--- src/ptbi_params.svh ---
`ifndef PTBI_PARAMS_SVH
`define PTBI_PARAMS_SVH

// ****************************************************************
// register offsets
// ****************************************************************
`define PTBI_ADDR_WIDTH        12
`define PTBI_CTRL_OFFSET       12'h039
`define PTBI_STATUS_OFFSET     12'h03a
`define PTBI_MASK_OFFSET       12'h03b

// ****************************************************************
// field positions
// ****************************************************************
`define PTBI_CTRL_EN_BIT       3
`define PTBI_CTRL_SEL_MSB      2
`define PTBI_CTRL_SEL_LSB      0
`define PTBI_EVT_TICK_BIT      0
`define PTBI_EVT_STOP_BIT      1
`define PTBI_EVT_WIDTH         2

// ****************************************************************
// reset values
// ****************************************************************
`define PTBI_CTRL_EN_RESET     1'h0
`define PTBI_CTRL_SEL_RESET    3'h0
`define PTBI_STATUS_RESET      2'h0
`define PTBI_MASK_RESET        2'h0
`define PTBI_RDATA_RESET       8'h00

// ****************************************************************
// divider chain: widths and tap exponents per select code
// ****************************************************************
`define PTBI_GEAR_WIDTH        22
`define PTBI_LF_WIDTH          15
`define PTBI_GEAR_EXP_0        22
`define PTBI_GEAR_EXP_1        20
`define PTBI_GEAR_EXP_2        15
`define PTBI_GEAR_EXP_3        13
`define PTBI_GEAR_EXP_4        12
`define PTBI_GEAR_EXP_5        11
`define PTBI_GEAR_EXP_6        10
`define PTBI_GEAR_EXP_7        8
`define PTBI_LF_EXP_0          15
`define PTBI_LF_EXP_1          13
`define PTBI_LF_EXP_2          8
`define PTBI_LF_EXP_3          6
`define PTBI_LF_EXP_4          5
`define PTBI_LF_EXP_5          4
`define PTBI_LF_EXP_6          3
`define PTBI_LF_EXP_7          3
`define PTBI_LF_RESERVED_CODE  3'h7
`define PTBI_SLOW_MAX_CODE     3'h1

`endif

--- src/ptbi_pkg.sv ---
package ptbi_pkg;

  // ****************************************************************
  // operating modes, gray coded along normal-idle-slow-sleep-stop
  // ****************************************************************
  typedef enum logic [2:0] {
    PTBI_MODE_NORMAL = 3'h0,
    PTBI_MODE_IDLE   = 3'h1,
    PTBI_MODE_SLOW   = 3'h3,
    PTBI_MODE_SLEEP  = 3'h2,
    PTBI_MODE_STOP   = 3'h6
  } ptbi_mode_t;

  // ****************************************************************
  // time base source
  // ****************************************************************
  typedef enum logic {
    PTBI_SRC_GEAR = 1'h0,
    PTBI_SRC_LOWF = 1'h1
  } ptbi_src_t;

endpackage

--- src/ptbi_divider.sv ---
`timescale 1ns/100ps
`default_nettype none

// ****************************************************************
// free-running binary divider chain
// ****************************************************************
module ptbi_divider #(
  parameter int WIDTH = 22
) (
  input  wire logic             clock_i,
  input  wire logic             reset_n_i,
  input  wire logic             advance_i,
  output logic      [WIDTH-1:0] count_o
);

  always_ff @(posedge clock_i) begin
    if (!reset_n_i) begin
      count_o <= '0;
    end else if (advance_i) begin
      count_o <= WIDTH'(count_o + 1'b1);
    end
  end

endmodule // ptbi_divider

`default_nettype wire

--- src/ptbi_sync_edge.sv ---
`timescale 1ns/100ps
`default_nettype none

// ****************************************************************
// two-stage synchroniser with rising edge pulse
// ****************************************************************
module ptbi_sync_edge (
  input  wire logic clock_i,
  input  wire logic reset_n_i,
  input  wire logic async_i,
  output logic      level_o,
  output logic      rise_o
);

  logic stage1;
  logic stage2;
  logic stage3;

  always_ff @(posedge clock_i) begin
    if (!reset_n_i) begin
      stage1 <= 1'b0;
      stage2 <= 1'b0;
      stage3 <= 1'b0;
    end else begin
      stage1 <= async_i;
      stage2 <= stage1;
      stage3 <= stage2;
    end
  end

  assign level_o = stage2;
  assign rise_o  = stage2 & ~stage3;

endmodule // ptbi_sync_edge

`default_nettype wire

--- src/ptbi_time_base.sv ---
// Behaviour
// - control holds enable at bit 3, rate select bits 2..0, both reset zero.
// - control bits 7..4 read zero and ignore writes.
// - enabled, tick at each falling edge of selected tap; disabled, no tick.
// - divider chains run always, enabling never restarts them.
// - first tick after enable comes at the next falling edge of the tap.
// - gear base codes 0..7 divide by 2^22,20,15,13,12,11,10,8.
// - low-freq codes 0..6 divide 2^15,13,8,6,5,4,3; 7 reserved; slow allows 0,1.
// - entering stop clears enable and keeps the rate select.
// - low-freq ticks jitter because that clock is resynchronised.
//
// Our own choice: the plain strobed port.
`timescale 1ns/100ps
`default_nettype none
`include "ptbi_params.svh"

module ptbi_time_base (
  input  wire logic                                clock_i,
  input  wire logic                                reset_n_i,
  input  wire logic       [`PTBI_ADDR_WIDTH-1:0]   addr_i,
  input  wire logic       [7:0]                    wdata_i,
  input  wire logic                                write_i,
  input  wire logic                                read_i,
  output logic            [7:0]                    rdata_o,
  input  wire ptbi_pkg::ptbi_mode_t                op_mode_i,
  input  wire logic                                low_freq_base_select_i,
  input  wire logic                                low_frequency_clock_i,
  output logic                                     tick_interrupt_o,
  output logic                                     irq_o
);

  // ****************************************************************
  // tap tables
  // ****************************************************************
  localparam int GEAR_EXP [8] = '{`PTBI_GEAR_EXP_0, `PTBI_GEAR_EXP_1,
                                  `PTBI_GEAR_EXP_2, `PTBI_GEAR_EXP_3,
                                  `PTBI_GEAR_EXP_4, `PTBI_GEAR_EXP_5,
                                  `PTBI_GEAR_EXP_6, `PTBI_GEAR_EXP_7};
  localparam int LF_EXP   [8] = '{`PTBI_LF_EXP_0, `PTBI_LF_EXP_1,
                                  `PTBI_LF_EXP_2, `PTBI_LF_EXP_3,
                                  `PTBI_LF_EXP_4, `PTBI_LF_EXP_5,
                                  `PTBI_LF_EXP_6, `PTBI_LF_EXP_7};

  // ****************************************************************
  // declarations
  // ****************************************************************
  logic                         tick_irq_enable;
  logic [2:0]                   tick_rate_select;
  logic [`PTBI_EVT_WIDTH-1:0]   status;
  logic [`PTBI_EVT_WIDTH-1:0]   mask;
  ptbi_pkg::ptbi_mode_t         mode_prev;

  logic                         next_tick_irq_enable;
  logic [2:0]                   next_tick_rate_select;
  logic [`PTBI_EVT_WIDTH-1:0]   next_status;
  logic [`PTBI_EVT_WIDTH-1:0]   next_mask;
  logic [7:0]                   next_rdata;

  wire                          sel_ctrl;
  wire                          sel_status;
  wire                          sel_mask;
  wire                          wr_ctrl;
  wire                          wr_status;
  wire                          wr_mask;
  wire  [7:0]                   ctrl_view;
  wire  [7:0]                   status_view;
  wire  [7:0]                   mask_view;

  wire                          stop_entry;
  wire                          lf_mode;
  ptbi_pkg::ptbi_src_t          source;
  wire                          code_valid;

  logic                         lf_rise;
  logic [`PTBI_GEAR_WIDTH-1:0]  gear_count;
  logic [`PTBI_LF_WIDTH-1:0]    lf_count;
  wire  [7:0]                   gear_tap;
  wire  [7:0]                   lf_tap;
  logic [7:0]                   gear_tap_q;
  logic [7:0]                   lf_tap_q;
  wire  [7:0]                   gear_fall;
  wire  [7:0]                   lf_fall;
  wire                          selected_fall;
  wire                          tick_event;
  wire                          stop_event;
  wire  [`PTBI_EVT_WIDTH-1:0]   events;

  // ****************************************************************
  // named decode and selection terms
  // ****************************************************************
  wire                          rd_ctrl;
  wire                          rd_status;
  wire                          rd_mask;
  wire                          wr_enable_bit;
  wire  [2:0]                   wr_rate_field;
  wire  [`PTBI_EVT_WIDTH-1:0]   clear_bits;
  wire                          mode_is_stop;
  wire                          mode_was_stop;
  wire                          slow_code_ok;
  wire                          lf_code_ok;
  wire                          gear_sel_fall;
  wire                          lf_sel_fall;
  wire                          enabled_fall;
  wire  [`PTBI_EVT_WIDTH-1:0]   pending;

  // ****************************************************************
  // register decode
  // ****************************************************************
  assign sel_ctrl   = (addr_i == `PTBI_CTRL_OFFSET);
  assign sel_status = (addr_i == `PTBI_STATUS_OFFSET);
  assign sel_mask   = (addr_i == `PTBI_MASK_OFFSET);
  assign wr_ctrl    = write_i & sel_ctrl;
  assign wr_status  = write_i & sel_status;
  assign wr_mask    = write_i & sel_mask;
  assign rd_ctrl    = read_i & sel_ctrl;
  assign rd_status  = read_i & sel_status;
  assign rd_mask    = read_i & sel_mask;

  // upper control bits are tied to zero on read
  assign ctrl_view   = {4'h0, tick_irq_enable, tick_rate_select};
  assign status_view = {6'h00, status};
  assign mask_view   = {6'h00, mask};

  // unmapped reads and idle cycles return zero
  assign next_rdata = rd_ctrl   ? ctrl_view :
                      rd_status ? status_view :
                      rd_mask   ? mask_view :
                                  `PTBI_RDATA_RESET;

  // ****************************************************************
  // operating mode tracking
  // ****************************************************************
  // stop entry is the first cycle in which the mode reads stop
  assign mode_is_stop  = (op_mode_i == ptbi_pkg::PTBI_MODE_STOP);
  assign mode_was_stop = (mode_prev == ptbi_pkg::PTBI_MODE_STOP);
  assign stop_entry    = mode_is_stop & ~mode_was_stop;
  assign lf_mode    = (op_mode_i == ptbi_pkg::PTBI_MODE_SLOW) ||
                      (op_mode_i == ptbi_pkg::PTBI_MODE_SLEEP);

  always_ff @(posedge clock_i) begin
    if (!reset_n_i) begin
      mode_prev <= ptbi_pkg::PTBI_MODE_NORMAL;
    end else begin
      mode_prev <= op_mode_i;
    end
  end

  // ****************************************************************
  // control register
  // ****************************************************************
  assign wr_enable_bit = wdata_i[`PTBI_CTRL_EN_BIT];
  assign wr_rate_field = wdata_i[`PTBI_CTRL_SEL_MSB:`PTBI_CTRL_SEL_LSB];

  // stop entry overrides a write of the enable in the same cycle
  assign next_tick_irq_enable = stop_entry ? 1'b0 :
                                wr_ctrl    ? wr_enable_bit :
                                             tick_irq_enable;
  // rate select follows software only; stop leaves it untouched
  assign next_tick_rate_select = wr_ctrl ?
                                 wr_rate_field :
                                 tick_rate_select;

  always_ff @(posedge clock_i) begin
    if (!reset_n_i) begin
      tick_irq_enable  <= `PTBI_CTRL_EN_RESET;
      tick_rate_select <= `PTBI_CTRL_SEL_RESET;
    end else begin
      tick_irq_enable  <= next_tick_irq_enable;
      tick_rate_select <= next_tick_rate_select;
    end
  end

  // ****************************************************************
  // low-frequency clock resynchronisation
  // ****************************************************************
  // edge position shifts by up to one system cycle per period
  ptbi_sync_edge u_lf_sync (
    .clock_i   (clock_i),
    .reset_n_i (reset_n_i),
    .async_i   (low_frequency_clock_i),
    .level_o   (),
    .rise_o    (lf_rise)
  );

  // ****************************************************************
  // divider chains
  // ****************************************************************
  // both chains free-run regardless of the enable
  ptbi_divider #(
    .WIDTH (`PTBI_GEAR_WIDTH)
  ) u_gear_div (
    .clock_i   (clock_i),
    .reset_n_i (reset_n_i),
    .advance_i (1'b1),
    .count_o   (gear_count)
  );

  ptbi_divider #(
    .WIDTH (`PTBI_LF_WIDTH)
  ) u_lf_div (
    .clock_i   (clock_i),
    .reset_n_i (reset_n_i),
    .advance_i (lf_rise),
    .count_o   (lf_count)
  );

  // ****************************************************************
  // tap selection and falling edge detect per select code
  // ****************************************************************
  // one tap and one falling edge detector per chain and select code
  genvar code;
  generate
    for (code = 0; code < 8; code++) begin : g_tap
      assign gear_tap[code]  = gear_count[GEAR_EXP[code]-1];
      assign lf_tap[code]    = lf_count[LF_EXP[code]-1];
      assign gear_fall[code] = gear_tap_q[code] & ~gear_tap[code];
      assign lf_fall[code]   = lf_tap_q[code] & ~lf_tap[code];
    end
  endgenerate

  // previous taps reset low, matching the cleared counters
  always_ff @(posedge clock_i) begin
    if (!reset_n_i) begin
      gear_tap_q <= 8'h00;
      lf_tap_q   <= 8'h00;
    end else begin
      gear_tap_q <= gear_tap;
      lf_tap_q   <= lf_tap;
    end
  end

  // slow and sleep run from the low-frequency clock
  assign source = (lf_mode || low_freq_base_select_i) ?
                  ptbi_pkg::PTBI_SRC_LOWF : ptbi_pkg::PTBI_SRC_GEAR;

  // reserved codes never tick
  assign slow_code_ok = (tick_rate_select <= `PTBI_SLOW_MAX_CODE);
  assign lf_code_ok   = (tick_rate_select != `PTBI_LF_RESERVED_CODE);
  assign code_valid   = lf_mode                ? slow_code_ok :
                        low_freq_base_select_i ? lf_code_ok :
                                                 1'b1;

  assign gear_sel_fall = gear_fall[tick_rate_select];
  assign lf_sel_fall   = lf_fall[tick_rate_select];
  assign selected_fall = (source == ptbi_pkg::PTBI_SRC_LOWF) ?
                         lf_sel_fall : gear_sel_fall;

  // a tap that is mid-period at enable gives a short first interval
  assign enabled_fall = tick_irq_enable & selected_fall;
  assign tick_event   = enabled_fall & code_valid;
  assign stop_event = stop_entry & tick_irq_enable;

  // ****************************************************************
  // tick output
  // ****************************************************************
  // registered so the request is a clean single-cycle pulse
  always_ff @(posedge clock_i) begin
    if (!reset_n_i) begin
      tick_interrupt_o <= 1'b0;
    end else begin
      tick_interrupt_o <= tick_event;
    end
  end

  // ****************************************************************
  // sticky status, mask and interrupt line
  // ****************************************************************
  // the stop bit records an enable that stop entry cleared
  assign events[`PTBI_EVT_TICK_BIT] = tick_event;
  assign events[`PTBI_EVT_STOP_BIT] = stop_event;

  // a new event beats a write-one-to-clear in the same cycle
  assign clear_bits  = wr_status ? wdata_i[`PTBI_EVT_WIDTH-1:0] : `PTBI_STATUS_RESET;
  assign next_status = (status & ~clear_bits) | events;
  assign next_mask   = wr_mask ? wdata_i[`PTBI_EVT_WIDTH-1:0] : mask;

  always_ff @(posedge clock_i) begin
    if (!reset_n_i) begin
      status <= `PTBI_STATUS_RESET;
      mask   <= `PTBI_MASK_RESET;
    end else begin
      status <= next_status;
      mask   <= next_mask;
    end
  end

  assign pending = status & mask;
  assign irq_o   = |pending;

  // ****************************************************************
  // read data
  // ****************************************************************
  always_ff @(posedge clock_i) begin
    if (!reset_n_i) begin
      rdata_o <= `PTBI_RDATA_RESET;
    end else begin
      rdata_o <= next_rdata;
    end
  end

endmodule // ptbi_time_base

`default_nettype wire

--- config.mk ---
export PLATFORM = sky130hd
export DESIGN_NAME = ptbi_time_base
export DESIGN_NICKNAME = d
export VERILOG_FILES = /design/src/ptbi_pkg.sv /design/src/ptbi_divider.sv /design/src/ptbi_sync_edge.sv /design/src/ptbi_time_base.sv
export VERILOG_INCLUDE_DIRS = /design/src
export SDC_FILE = /design/constraint.sdc
export NUM_CORES = 1
export LEC_CHECK = 0
export CELL_PAD_IN_SITES_DETAIL_PLACEMENT = 1
export CELL_PAD_IN_SITES_GLOBAL_PLACEMENT = 2
export CORE_MARGIN = 2
export CORE_UTILIZATION = 30
export CTS_CLUSTER_SIZE = 16
export DETAILED_ROUTE_END_ITERATION = 10
export DONT_BUFFER_PORTS = 1
export GPL_TIMING_DRIVEN = 0
export PLACE_DENSITY_LB_ADDON = 0.1
export SLEW_MARGIN = 40
export SYNTH_ARGS = -nofsm -noshare
export SYNTH_HDL_FRONTEND = slang
export SYNTH_HIERARCHICAL = 1
export SYNTH_SLANG_ARGS = --single-unit
--- constraint.sdc ---
create_clock -name clock_i -period 2.7 [get_ports clock_i]
set_input_delay 0.405 -clock clock_i [delete_from_list [all_inputs] [get_ports clock_i]]
set_output_delay 0.405 -clock clock_i [all_outputs]
set_load 0.02 [all_outputs]
==> results by group <==
Clock tree
  – Root Driver: clkbuf_8
  – Postcts setup bufs: 0
  – Cts bufs inserted: 9
  – Worst-path clk slew: 0.08 ns
  – PostCTS Resize Cnt: 0
  – Clock Path Buffers: 2
  – CTS Sinks: 71
  – CTS tree: built
  – Hold buffers post-CTS: 0
  – Worst skew pair latency: 0.34 ns
  – # H-tree levels: 3

STA
  – RSZ-0062 raised after global routing: no
  – Final min period: 2.04 ns
  – Worst slew pin tran: 0.539 ns
  – Setup TNS: 0 ns
  – Slew Limit Fails: 0
  – Final Hold Fails: 0
  – Setup Skew: 0.0116 ns
  – Slew headroom: 0.641
  – Max Clk Rate: 491 MHz
  – Fin crit share: 0.754
  – # setup viols final: 0

Synth
  – Post-synth cell types: 53
  – Synth area leaders: dfxtp_1 (46%), and2_1 (4.8%), nand2_1 (3.9%)
  – Cell accounting for the most synthesized area: dfxtp_1
  – Post-synth EDFFs: 0
  – Post-synthesis register bit count: 71
  – Ys Warns: 6
  – Mapped Area: 0.00310 mm²
  – Sequential fraction of the synthesis area: 0.458
  – Dominant synthesized flop cell: dfxtp_1
  – Post-synth top area share: 0.458
  – Async S/R FF share, synth: 0
  – Synth Instances: 338
  – Avg Cell Area, Syn: 9.18 µm²
  – Synth top cells by count: dfxtp_1 (71), nand2_1 (32), and2_1 (24), nor2_1 (23), a21oi_1 (20)
  – Top-count cell post-synth: dfxtp_1

Power and ir drop
  – Worst vdd ir: 193 µV
  – Combinational share of power: 0.032
  – PD cells: 557 mW/mm²
  – Clk pwr share: 0.421
  – Sequential power share: 0.547
  – NetSw: 0.436 mW
  – Sw Ratio: 0.225
  – Power Total: 1.94 mW
  – Internal Power: 1.50 mW
  – Leak Pwr: 1.18 nW

Final layout
  – Layout cell share with drive strength beyond 1: 0.102
  – Nets: 388
  – Area occupied by multi-input gates: 0.00159 mm²
  – Final Instance Count excl. Fillers: 497
  – Synth-to-Final Area Change: 12.3%
  – Sequential cell area: 0.00142 mm²
  – Antenna Cells: 0
  – Post-layout instance area: 0.00348 mm²
  – Layout fillers: 1220

Die
  – Area of the die: 0.0112 mm²
  – Die Y: 106 µm
  – Die W: 106 µm
  – Core area: 0.0102 mm²
  – Starting density of the core: 0.305
  – Ports: 39
  – FP Rows: 37

Routing
  – Remaining antenna violation count: 0
  – Drt pass-1 iters: 4
  – Routed length per placed instance: 14.2 µm
  – DR vias/cell: 4.89
  – DRC: 0
  – Final wirelength: 7050 µm
  – Initial drt markers: 53
  – Via count: 2430

Run
  – Max-cap violations: 0

Worst setup path
  – Worst r2r src: u_gear_div/count_o[0]
  – Worst Setup End Kind: register
  – WP data required: 2.97 ns
  – CP arrival: 2.31 ns
  – Crit-path max FO: 10
  – Worst setup path startpoint: u_gear_div/count_o[0]
  – Critical path class: reg -> reg
  – Type of origin of the critical path: register

Global route
  – First-pass GRT wire length: 12200 µm
  – Antenna violations before repair: 0
  – Grt total ovfl: 0
  – Largest net degree at the start of global routing: 15
  – Gr usage total: 0.136
  – Number of global-route vias before repair: 2464

Hold path
  – Class of the worst hold path: in -> reg
  – Hold_sp: op_mode_i[2]

Placement
  – Area post-placement: 0.00330 mm²
  – Dpl cells: 482
  – PortBufs: 0
  – Post-DP HPWL: 4940 µm
  – RePlAce Congestion: 0.701

Status
  – Status: finished, final reports clean
## routing by layer
metal  share of wire  vias to the layer above  GRT usage  routed length (µm)
li1                -                     1231          -                   -
met1            0.49                     1177      0.176                3460
met2            0.48                       18      0.224                3370
met3           0.023                        4     0.0322                 164
met4          0.0084                        0     0.0423                  59
met5               0                        -          0                   0
## final timing paths
| check | endpoint | slack (ns) | cells past startpoint |
|---|---|---|---|
| worst max-delay path | u_gear_div/count_o[18] | 0.66 | 6 |
| worst min-delay path | mode_prev[2] | 0.18 | 1 |
| worst max register to register | u_gear_div/count_o[18] | 0.66 | 6 |
| worst min register to register | u_lf_sync/level_o | 0.44 | 1 |
## registers in the layout, indices dropped and copies added, names as in the netlist, 3 cells and up
signal              cells
lf_tap_q                7
tick_rate_select        3
mode_prev               3
gear_tap_q              8
u_gear_div/count_o     22
u_lf_div/count_o       15
rdata_o                 4
## cell type report
| type | count | area share |
|---|---|---|
| multi-input cells | 253 | 0.457 |
| clock inverters | 3 | 0.0129 |
| inverters | 7 | 0.00755 |
| clock buffers | 12 | 0.0388 |
| well taps | 136 | 0.0489 |
| flip-flops and latches | 71 | 0.408 |
| plain buffers | 15 | 0.0266 |
## worst max-delay path, cell delays in order (launching register included)
cell and delay (ns):
dfxtp_1 0.40, ha_1 0.22, inv_1 0.05, or4_4 0.51, buf_6 0.15, or4_1 0.49
a21oi_1 0.14
## placed cells by master, fill, tap and decap left out, types with 2 or more instances in the layout
cell and n:
a21boi_0 6, a21oi_1 20, a22oi_1 2, and2_1 24
and3_1 4, and4bb_2 3, buf_2 2, buf_4 5
buf_6 2, clkbuf_1 9, clkbuf_8 9, clkinvlp_4 2
conb_1 10, dfxtp_1 71, ha_1 2, inv_1 7
mux2_2 2, mux2i_1 7, nand2_1 32, nand2b_1 6
nand3_1 7, nand3b_1 2, nand4_1 8, nand4_2 2
nand4b_1 2, nor2_1 23, nor2b_1 2, nor3_1 3
nor3b_1 2, nor4_1 8, o21ai_0 18, o31ai_1 7
or3_1 8, or3_2 3, or4_1 8, xnor2_1 7
xor2_1 7
## stage by stage
step,utilization,hold WS (ns),setup slack [ns]
after floorplan,-,0.406,0.798
after global placement,0.324,0.410,0.669
after detailed placement,0.324,0.425,0.651
after CTS,0.342,0.162,0.625
after global routing,0.342,0.165,0.520
final,0.342,0.183,0.663
## power groups by stage
| stage | clock network (mW) | registers [mW] | logic, mW |
|---|---|---|---|
| after floorplan | 0 | 1.08 | 0.0494 |
| after global placement | 0 | 1.09 | 0.0613 |
| after detailed placement | 0 | 1.09 | 0.0627 |
| after CTS | 0.858 | 1.06 | 0.0629 |
| after global routing | 0.896 | 1.06 | 0.0709 |
| final | 0.816 | 1.06 | 0.0613 |
## cells by family (layout without fill, tap and decap cells)
kind of cell    after synthesis  after routing  synth area share
buf+inv                      22             37            0.0383
fa+ha+maj                     2              2           0.00807
simple gates                160            160             0.311
mux                           9              9            0.0299
other cells                   2             10           0.00242
compound gates               58             58             0.113
flops                        71             71             0.458
xor+xnor                     14             14            0.0395
No activity file was read; power rests on OpenSTA's default activity.
